$ cat src/inc/fp_led_map.svh
// Timing counts and code constants for the front-panel indicator controller
`ifndef FP_LED_MAP_SVH
`define FP_LED_MAP_SVH

// Flash timing in milliseconds, converted to cycles at 125 MHz
`define FP_CLK_HZ 125000000
`define FP_FLASH_ON_MS 250
`define FP_FLASH_OFF_MS 250
`define FP_BURST_GAP_MS 2000
`define FP_FLASH_ON_CYC ((`FP_CLK_HZ / 1000) * `FP_FLASH_ON_MS)
`define FP_FLASH_OFF_CYC ((`FP_CLK_HZ / 1000) * `FP_FLASH_OFF_MS)
`define FP_BURST_GAP_CYC ((`FP_CLK_HZ / 1000) * `FP_BURST_GAP_MS)

// Flash counts per error code
`define FP_FLASH_SW_ERR 3'h2
`define FP_FLASH_SAFE 3'h3
`define FP_FLASH_CRASH2 3'h4

// Counter width for the timing counters
`define FP_CNT_W 32

`endif

$ cat src/inc/fp_led_pkg.sv
// Types shared by the front-panel indicator controller
package fp_led_pkg;

	typedef enum logic [1:0] {
		ST_OFF = 2'b00,
		ST_ON = 2'b01,
		ST_GAP = 2'b10
	} flash_state_t;

	typedef enum logic [1:0] {
		PWR_OFF = 2'b00,
		PWR_GREEN = 2'b01,
		PWR_RED = 2'b10
	} pwr_colour_t;

endpackage : fp_led_pkg

$ cat src/rtl/tri_led_drive.sv
// One tri-colour indicator: two independent registered enables
`timescale 1ns/1ps
`default_nettype none

module tri_led_drive (
	// Clock and reset
	input wire logic clock_i,
	input wire logic resetn_i,
	// Software enables
	input wire logic green_en_i,
	input wire logic red_en_i,
	// LED drives
	output logic green_o,
	output logic red_o
);

	typedef struct packed {
		logic green;
		logic red;
	} tri_state_t;

	tri_state_t state_r;
	tri_state_t state_nxt;

	// Both clear is off, both set mixes to yellow
	always_comb begin
		state_nxt = state_r;
		state_nxt.green = green_en_i;
		state_nxt.red = red_en_i;
	end

	always_ff @(posedge clock_i or negedge resetn_i) begin
		if (!resetn_i) begin
			state_r <= '0;
		end else begin
			state_r <= state_nxt;
		end
	end

	assign green_o = state_r.green;
	assign red_o = state_r.red;
endmodule : tri_led_drive

`default_nettype wire

$ cat src/rtl/front_panel_indicator_controller.sv
// Front-panel indicator controller: power, status, tri-colour, safety LEDs
//
// Overview of operation
// Power LED dark when supply invalid
// Power LED green when valid, no fault
// Brownout: red LED, rail and outputs off
// Status LED off with no error pending
// Self test lights power and status LEDs
// Errors flash code bursts, repeated periodically
// Software integrity error gives two flashes
// Safe mode gives three flashes
// Double crash gives four flashes
// Unrecoverable error: continuous flashing or solid
// Software alone sets tri-colour indicators
// Two enables: off, green, red, yellow
// Radio LED undefined without USB radio
// Safety LED mirrors robot safety light
// Timing parameters; code changes at boundaries
// Priority: fatal, crash, software, safe mode
`timescale 1ns/1ps
`default_nettype none
`include "fp_led_map.svh"

module front_panel_indicator_controller #(
	parameter int unsigned FLASH_ON_CYC = `FP_FLASH_ON_CYC,
	parameter int unsigned FLASH_OFF_CYC = `FP_FLASH_OFF_CYC,
	parameter int unsigned BURST_GAP_CYC = `FP_BURST_GAP_CYC
) (
	// Clock and reset
	input wire logic clock_i,
	input wire logic resetn_i,
	// Power supervision
	input wire logic supply_valid_i,
	input wire logic brownout_i,
	input wire logic fault_i,
	// Self-test sequencer
	input wire logic power_on_self_test_i,
	// Error conditions
	input wire logic sw_integrity_err_i,
	input wire logic safe_mode_i,
	input wire logic double_crash_i,
	input wire logic fatal_err_i,
	input wire logic fatal_solid_i,
	// Software enables for the tri-colour indicators
	input wire logic radio_green_en_i,
	input wire logic radio_red_en_i,
	input wire logic comm_green_en_i,
	input wire logic comm_red_en_i,
	input wire logic mode_green_en_i,
	input wire logic mode_red_en_i,
	// External safety light
	input wire logic robot_safety_light_i,
	// Power indicator and rail control
	output logic power_green_o,
	output logic power_red_o,
	output logic user_rail_en_o,
	output logic outputs_en_o,
	// Status and safety indicators
	output logic status_o,
	output logic safety_o,
	// Tri-colour indicators
	output logic radio_green_o,
	output logic radio_red_o,
	output logic comm_green_o,
	output logic comm_red_o,
	output logic mode_green_o,
	output logic mode_red_o
);

	localparam int CW = `FP_CNT_W;

	// ****************************************************************
	// State
	// ****************************************************************
	typedef struct packed {
		fp_led_pkg::flash_state_t fsm;
		logic [CW-1:0] timer;
		logic [2:0] remain;
		logic [2:0] code;
		logic fatal;
		logic solid;
		fp_led_pkg::pwr_colour_t pwr;
		logic rail_en;
		logic status;
		logic safety;
	} panel_state_t;

	panel_state_t st_r;
	panel_state_t st_nxt;

	logic [2:0] req_code;
	logic err_any;

	// Highest-priority error chooses the flash count
	always_comb begin
		req_code = 3'h0;
		if (double_crash_i) begin
			req_code = `FP_FLASH_CRASH2;
		end else if (sw_integrity_err_i) begin
			req_code = `FP_FLASH_SW_ERR;
		end else if (safe_mode_i) begin
			req_code = `FP_FLASH_SAFE;
		end
	end

	assign err_any = fatal_err_i || (req_code != 3'h0);

	// ****************************************************************
	// Next-state logic
	// ****************************************************************
	always_comb begin
		st_nxt = st_r;
		st_nxt.safety = robot_safety_light_i;

		// Brownout dominates: red and all outputs dropped
		if (brownout_i) begin
			st_nxt.pwr = fp_led_pkg::PWR_RED;
			st_nxt.rail_en = 1'b0;
		end else if (!supply_valid_i) begin
			st_nxt.pwr = fp_led_pkg::PWR_OFF;
			st_nxt.rail_en = 1'b0;
		end else if (power_on_self_test_i) begin
			st_nxt.pwr = fp_led_pkg::PWR_GREEN;
			st_nxt.rail_en = 1'b1;
		end else if (!fault_i) begin
			st_nxt.pwr = fp_led_pkg::PWR_GREEN;
			st_nxt.rail_en = 1'b1;
		end else begin
			st_nxt.pwr = fp_led_pkg::PWR_OFF;
			st_nxt.rail_en = 1'b1;
		end

		// Flash sequencer; a new error is sampled only at a burst boundary
		case (st_r.fsm)
			fp_led_pkg::ST_GAP: begin
				if (st_r.timer != '0) begin
					st_nxt.timer = st_r.timer - 1'b1;
				end else if (err_any) begin
					st_nxt.fatal = fatal_err_i;
					st_nxt.solid = fatal_solid_i;
					st_nxt.code = req_code;
					st_nxt.remain = fatal_err_i ? 3'h1 : req_code;
					st_nxt.fsm = fp_led_pkg::ST_ON;
					st_nxt.timer = CW'(FLASH_ON_CYC - 1);
				end else begin
					st_nxt.code = 3'h0;
					st_nxt.fatal = 1'b0;
				end
			end
			fp_led_pkg::ST_ON: begin
				if (st_r.timer != '0) begin
					st_nxt.timer = st_r.timer - 1'b1;
				end else begin
					st_nxt.fsm = fp_led_pkg::ST_OFF;
					st_nxt.timer = CW'(FLASH_OFF_CYC - 1);
					st_nxt.remain = st_r.remain - 1'b1;
				end
			end
			fp_led_pkg::ST_OFF: begin
				if (st_r.timer != '0) begin
					st_nxt.timer = st_r.timer - 1'b1;
				end else if (st_r.remain != 3'h0) begin
					st_nxt.fsm = fp_led_pkg::ST_ON;
					st_nxt.timer = CW'(FLASH_ON_CYC - 1);
				end else if (st_r.fatal && fatal_err_i) begin
					// Fatal flashes continuously, no gap
					st_nxt.fsm = fp_led_pkg::ST_ON;
					st_nxt.remain = 3'h1;
					st_nxt.solid = fatal_solid_i;
					st_nxt.timer = CW'(FLASH_ON_CYC - 1);
				end else begin
					st_nxt.fsm = fp_led_pkg::ST_GAP;
					st_nxt.timer = CW'(BURST_GAP_CYC - 1);
				end
			end
			default: begin
				st_nxt.fsm = fp_led_pkg::ST_GAP;
				st_nxt.timer = '0;
			end
		endcase

		// Self test wins over codes; no error leaves the LED dark
		if (power_on_self_test_i) begin
			st_nxt.status = 1'b1;
		end else if (st_r.fatal && st_r.solid) begin
			st_nxt.status = 1'b1;
		end else begin
			st_nxt.status = (st_nxt.fsm == fp_led_pkg::ST_ON);
		end
	end

	always_ff @(posedge clock_i or negedge resetn_i) begin
		if (!resetn_i) begin
			st_r <= '{fsm: fp_led_pkg::ST_GAP, pwr: fp_led_pkg::PWR_OFF,
				default: '0};
		end else begin
			st_r <= st_nxt;
		end
	end

	// ****************************************************************
	// Outputs
	// ****************************************************************
	// Colour codes are one-hot, so each lamp is one state bit, glitch free
	assign power_green_o = st_r.pwr[0];
	assign power_red_o = st_r.pwr[1];
	assign user_rail_en_o = st_r.rail_en;
	assign outputs_en_o = st_r.rail_en;
	assign status_o = st_r.status;
	assign safety_o = st_r.safety;

	// Pure software configuration; radio state is meaningless without a radio
	tri_led_drive u_radio (
		.clock_i(clock_i),
		.resetn_i(resetn_i),
		.green_en_i(radio_green_en_i),
		.red_en_i(radio_red_en_i),
		.green_o(radio_green_o),
		.red_o(radio_red_o)
	);

	tri_led_drive u_comm (
		.clock_i(clock_i),
		.resetn_i(resetn_i),
		.green_en_i(comm_green_en_i),
		.red_en_i(comm_red_en_i),
		.green_o(comm_green_o),
		.red_o(comm_red_o)
	);

	tri_led_drive u_mode (
		.clock_i(clock_i),
		.resetn_i(resetn_i),
		.green_en_i(mode_green_en_i),
		.red_en_i(mode_red_en_i),
		.green_o(mode_green_o),
		.red_o(mode_red_o)
	);
endmodule : front_panel_indicator_controller

`default_nettype wire

$ cat config.mk
export PLATFORM = sky130hd
export DESIGN_NAME = front_panel_indicator_controller
export DESIGN_NICKNAME = d
export VERILOG_FILES = /design/src/inc/fp_led_pkg.sv /design/src/rtl/tri_led_drive.sv /design/src/rtl/front_panel_indicator_controller.sv
export VERILOG_INCLUDE_DIRS = /design/src /design/src/inc
export SDC_FILE = /design/constraint.sdc
export NUM_CORES = 1
export LEC_CHECK = 0
export ABC_AREA = 1
export BUFFER_PORTS_ARGS = -buffer_cell sky130_fd_sc_hd__buf_4
export CORE_MARGIN = 10
export CORE_UTILIZATION = 52
export DETAILED_ROUTE_END_ITERATION = 10
export HOLD_SLACK_MARGIN = 0.12
export PLACE_DENSITY = 0.81
export SLEW_MARGIN = 20
export SYNTH_ARGS = -nofsm -noshare
export SYNTH_HDL_FRONTEND = slang
export SYNTH_HIERARCHICAL = 1
export SYNTH_SLANG_ARGS = --single-unit
$ cat constraint.sdc
create_clock -name clock_i -period 1.44 [get_ports clock_i]
set_clock_uncertainty 0.05 [all_clocks]
set_input_delay 0.144 -clock clock_i [delete_from_list [all_inputs] [get_ports clock_i]]
set_output_delay 0.144 -clock clock_i [all_outputs]
set_load 0.05 [all_outputs]
==> impl_metrics.tcl <==
set metrics [dict create \
    synth_area_mm2 0.002940 \
    cts_root_buf "clkbuf_8" \
    row_count 27 \
    grt_usage 0.2905 \
    synth_cell_type_count 36 \
    yosysWarnings 6 \
    worstSetupStartpointType "register" \
    setup-violations-final 41 \
    crit_type "register to register" \
    grt_pass1_vias 3996 \
    wl_per_cell_um 28.83 \
    drive_gt1_frac 0.5573 \
    die_area_mm2 0.009062 \
    syn_inst 390 \
    clock.fmax_mhz 431.2 \
    cts_tree "done" \
    antenna_found_initial 1 \
    dr.pass1.iters 11 \
    start_util 0.5340 \
    coreArea_mm2 0.005507 \
    cp_slowest_cell "dfrtp_1" \
    syn_nets 412 \
    status "finished with violations" \
    grt_max_degree 51 \
    slew_violations 0 \
    fin_crit_ns 2.319 \
    worst_pin_slew_ns 0.6854 \
    drtIter0Drc 958 \
    die_h_um 95.20 \
    worst-path-buf-inv 1 \
    yosysTopAreaCell "dfrtp_1" \
    overflow 0 \
    arrival_ns 2.52 \
    drv_cap 0 \
    end_kind "register" \
    synth.top_cells.by_area "dfrtp_1, nand2_1, nor2_1" \
    yosysTopAreaCellShare 0.4170 \
    clockBufferDepth 2 \
    hpwl_um 6859 \
    crit_family "simple AND/OR/NAND/NOR gates" \
    slew-limit-headroom 0.5430 \
    path_cells "nor2_1 > nand2_1 > nor2_2 > nand2_2 > nor2_4 > buf_8 > nand4_4 > a21oi_2" \
    clock-sinks 50 \
    cp_slowest_stage_delay_ns 0.44 \
    place.port_buffers 29 \
    ant_nets 0 \
    area_delta_synth_final_pct 72.43 \
    routed_wl_um 18190 \
    remaining_drc_errors 85 \
    layout.nets 579 \
    cts_made_buffers 5 \
    insertion_delay_ns 0.35 \
    setup_slack_ns -0.8792 \
    fin_tns_setup_ns -27.39 \
    required_ns 1.64 \
    ys_ff_latch 50 \
    hold_viol_final 0 \
    via_per_inst 6.922 \
    grt_pass1_wl_um 20320 \
    final_cells 631 \
    place.gp.congestion 0.9459 \
    seq_area_frac_synth 0.4260 \
    route.vias.total 4368 \
    dieWidth_um 95.20 \
    finalCritPeriodShare 1.611 \
    grt_setup_unrepaired "true" \
    io_pins 30 \
    crit_fanout 8 \
    cts_max_level 2 \
    p_per_area_mw_per_mm2 537.4 \
    violations "design-rule violations, negative setup slack" \
    place_ws_ns -0.4415 \
    hp-class "primary input to register" \
    path_clk_slew_ns 0.12 \
    avgSynthCellArea_um2 7.539 \
    total_leakage_power_nw 2.301 \
    ir_drop_mv 0.8286 \
    dp.cells 575 \
]
[synthesized netlist by cell type, drive strengths merged]
library cell,number
a22oi,1
clkbuf,1
nor3,2
o2111ai,1
nand3,33
dfstp,1
buf,6
inv,45
ha,4
dfrtp,49
nor2,87
o21ai,9
a31oi,2
or2,4
nor2b,1
a211oi,2
a21boi,1
a21oi,26
xor2,5
nand4,4
o21bai,3
o31ai,2
o21a,3
nor3b,1
a21o,1
xnor2,8
nand2,88
[routing by layer]
| metal | vias to the layer above | global-route usage | wire length, µm |
|---|---|---|---|
| met5 | - | 0 | 0 |
| met4 | 0 | 0.1845 | 2131 |
| met3 | 250 | 0.06834 | 2723 |
| met2 | 580 | 0.5068 | 7622 |
| met1 | 1962 | 0.3092 | 5713 |
| li1 | 1576 | - | - |
[cell usage in the layout (no fill, tap or decap), types with 2 or more instances in the layout]
cell	netlist	final
o21a_1	3	3
o21bai_1	3	2
clkbuf_8	0	5
a21oi_2	2	13
a21oi_4	0	3
dfrtp_2	0	4
inv_6	0	2
nand2_1	83	57
or2_2	4	4
ha_4	0	2
buf_12	0	2
inv_2	0	8
nand3_2	0	10
o31ai_1	2	2
nand3_4	0	2
a21oi_1	24	10
nand2_2	5	24
dfrtp_1	49	45
nand2_4	0	7
buf_6	3	16
nor2_2	11	30
o21ai_1	1	4
nand3_1	33	21
ha_1	4	2
xnor2_1	8	8
o21ai_0	8	5
inv_1	44	36
buf_4	2	132
nor2_1	71	27
nor2_4	5	30
nand4_1	3	3
dlygate4sd3_1	0	14
xor2_1	5	4
[final cells by class]
type                            instances  area [µm²]
Inverter                               45       181.4
Clock inverter                          3       28.78
Fill cell                             178       436.7
Sequential cell                        50        1257
Timing Repair inverter                  1       8.758
Timing Repair Buffer                  166        1394
Clock buffer                            5       68.82
Tap cell                               72       90.09
Antenna cell                            1       2.502
Multi-Input combinational cell        288        2038
[where the power goes]
group          internal, mW  switching (mW)
Sequential             1.42          0.0114
Combinational        0.0979           0.170
Clock                 0.367           0.656
Total                  1.89           0.838
[worst reg2reg max path, stage by stage, from the launching register on]
cell	delay, ns
dfrtp_1	0.44
nor2_1	0.40
nand2_1	0.19
nor2_2	0.14
nand2_2	0.08
nor2_4	0.17
buf_8	0.19
nand4_4	0.23
a21oi_2	0.33
[cells by family after synthesis]
group,after synthesis,share of synthesized area
xor gates and xnor gates,13,0.03872
adders and majority gates,4,0.01702
AOI/OAI and AO/OA,51,0.1043
and+or+nand+nor,220,0.3362
buffers and inverters,52,0.07787
DFF,50,0.4260
[registers in the layout, indices dropped and copies added, names as in the netlist]
| name | flops |
|---|---|
| u_radio/green_o | 1 |
| outputs_en_o | 1 |
| status_o | 1 |
| power_red_o | 1 |
| u_comm/red_o | 1 |
| u_mode/green_o | 1 |
| u_mode/red_o | 1 |
| power_green_o | 1 |
| st_r | 39 |
| u_radio/red_o | 1 |
| safety_o | 1 |
| u_comm/green_o | 1 |
[per-stage QoR]
step	total power [mW]	utilization	cell area, µm²	hold slack (ns)
2_1_floorplan	1.549	-	3023	-0.2016
3_3_place_gp	1.650	0.7198	3964	0.1525
3_5_place_dp	1.657	0.7198	3964	0.1614
4_1_cts	2.596	0.8430	4642	0.1273
5_1_grt	2.747	0.9207	5070	0.2291
6_report	2.724	0.9207	5070	0.2193
[worst paths after layout]
check	depth (start not counted)	startpoint	slack [ns]	end
setup / recovery	8	st_r[44]$_DFFE_PN0P_	-0.88	st_r[40]$_DFFE_PN0P_
hold / removal	6	double_crash_i	0.22	st_r[11]$_DFFE_PN0P_
setup reg to reg	8	st_r[44]$_DFFE_PN0P_	-0.88	st_r[40]$_DFFE_PN0P_
hold reg to reg	2	st_r[10]$_DFFE_PN0P_	0.51	st_r[10]$_DFFE_PN0P_
max in group asynchronous	2	resetn_i	0.54	st_r[16]$_DFFE_PN0P_
min in group asynchronous	2	resetn_i	0.32	st_r[15]$_DFFE_PN0P_
[what timing repair did]
action	4_1_cts	5_1_grt
hold buffers	13	1
endpoints found under the setup margin	40	41
hold endpoints to repair	61	1
buffers inserted	21	11
pin swaps	34	54
resized for setup	77	84
gates cloned	2	0
No activity file was read; power rests on OpenSTA's default activity.
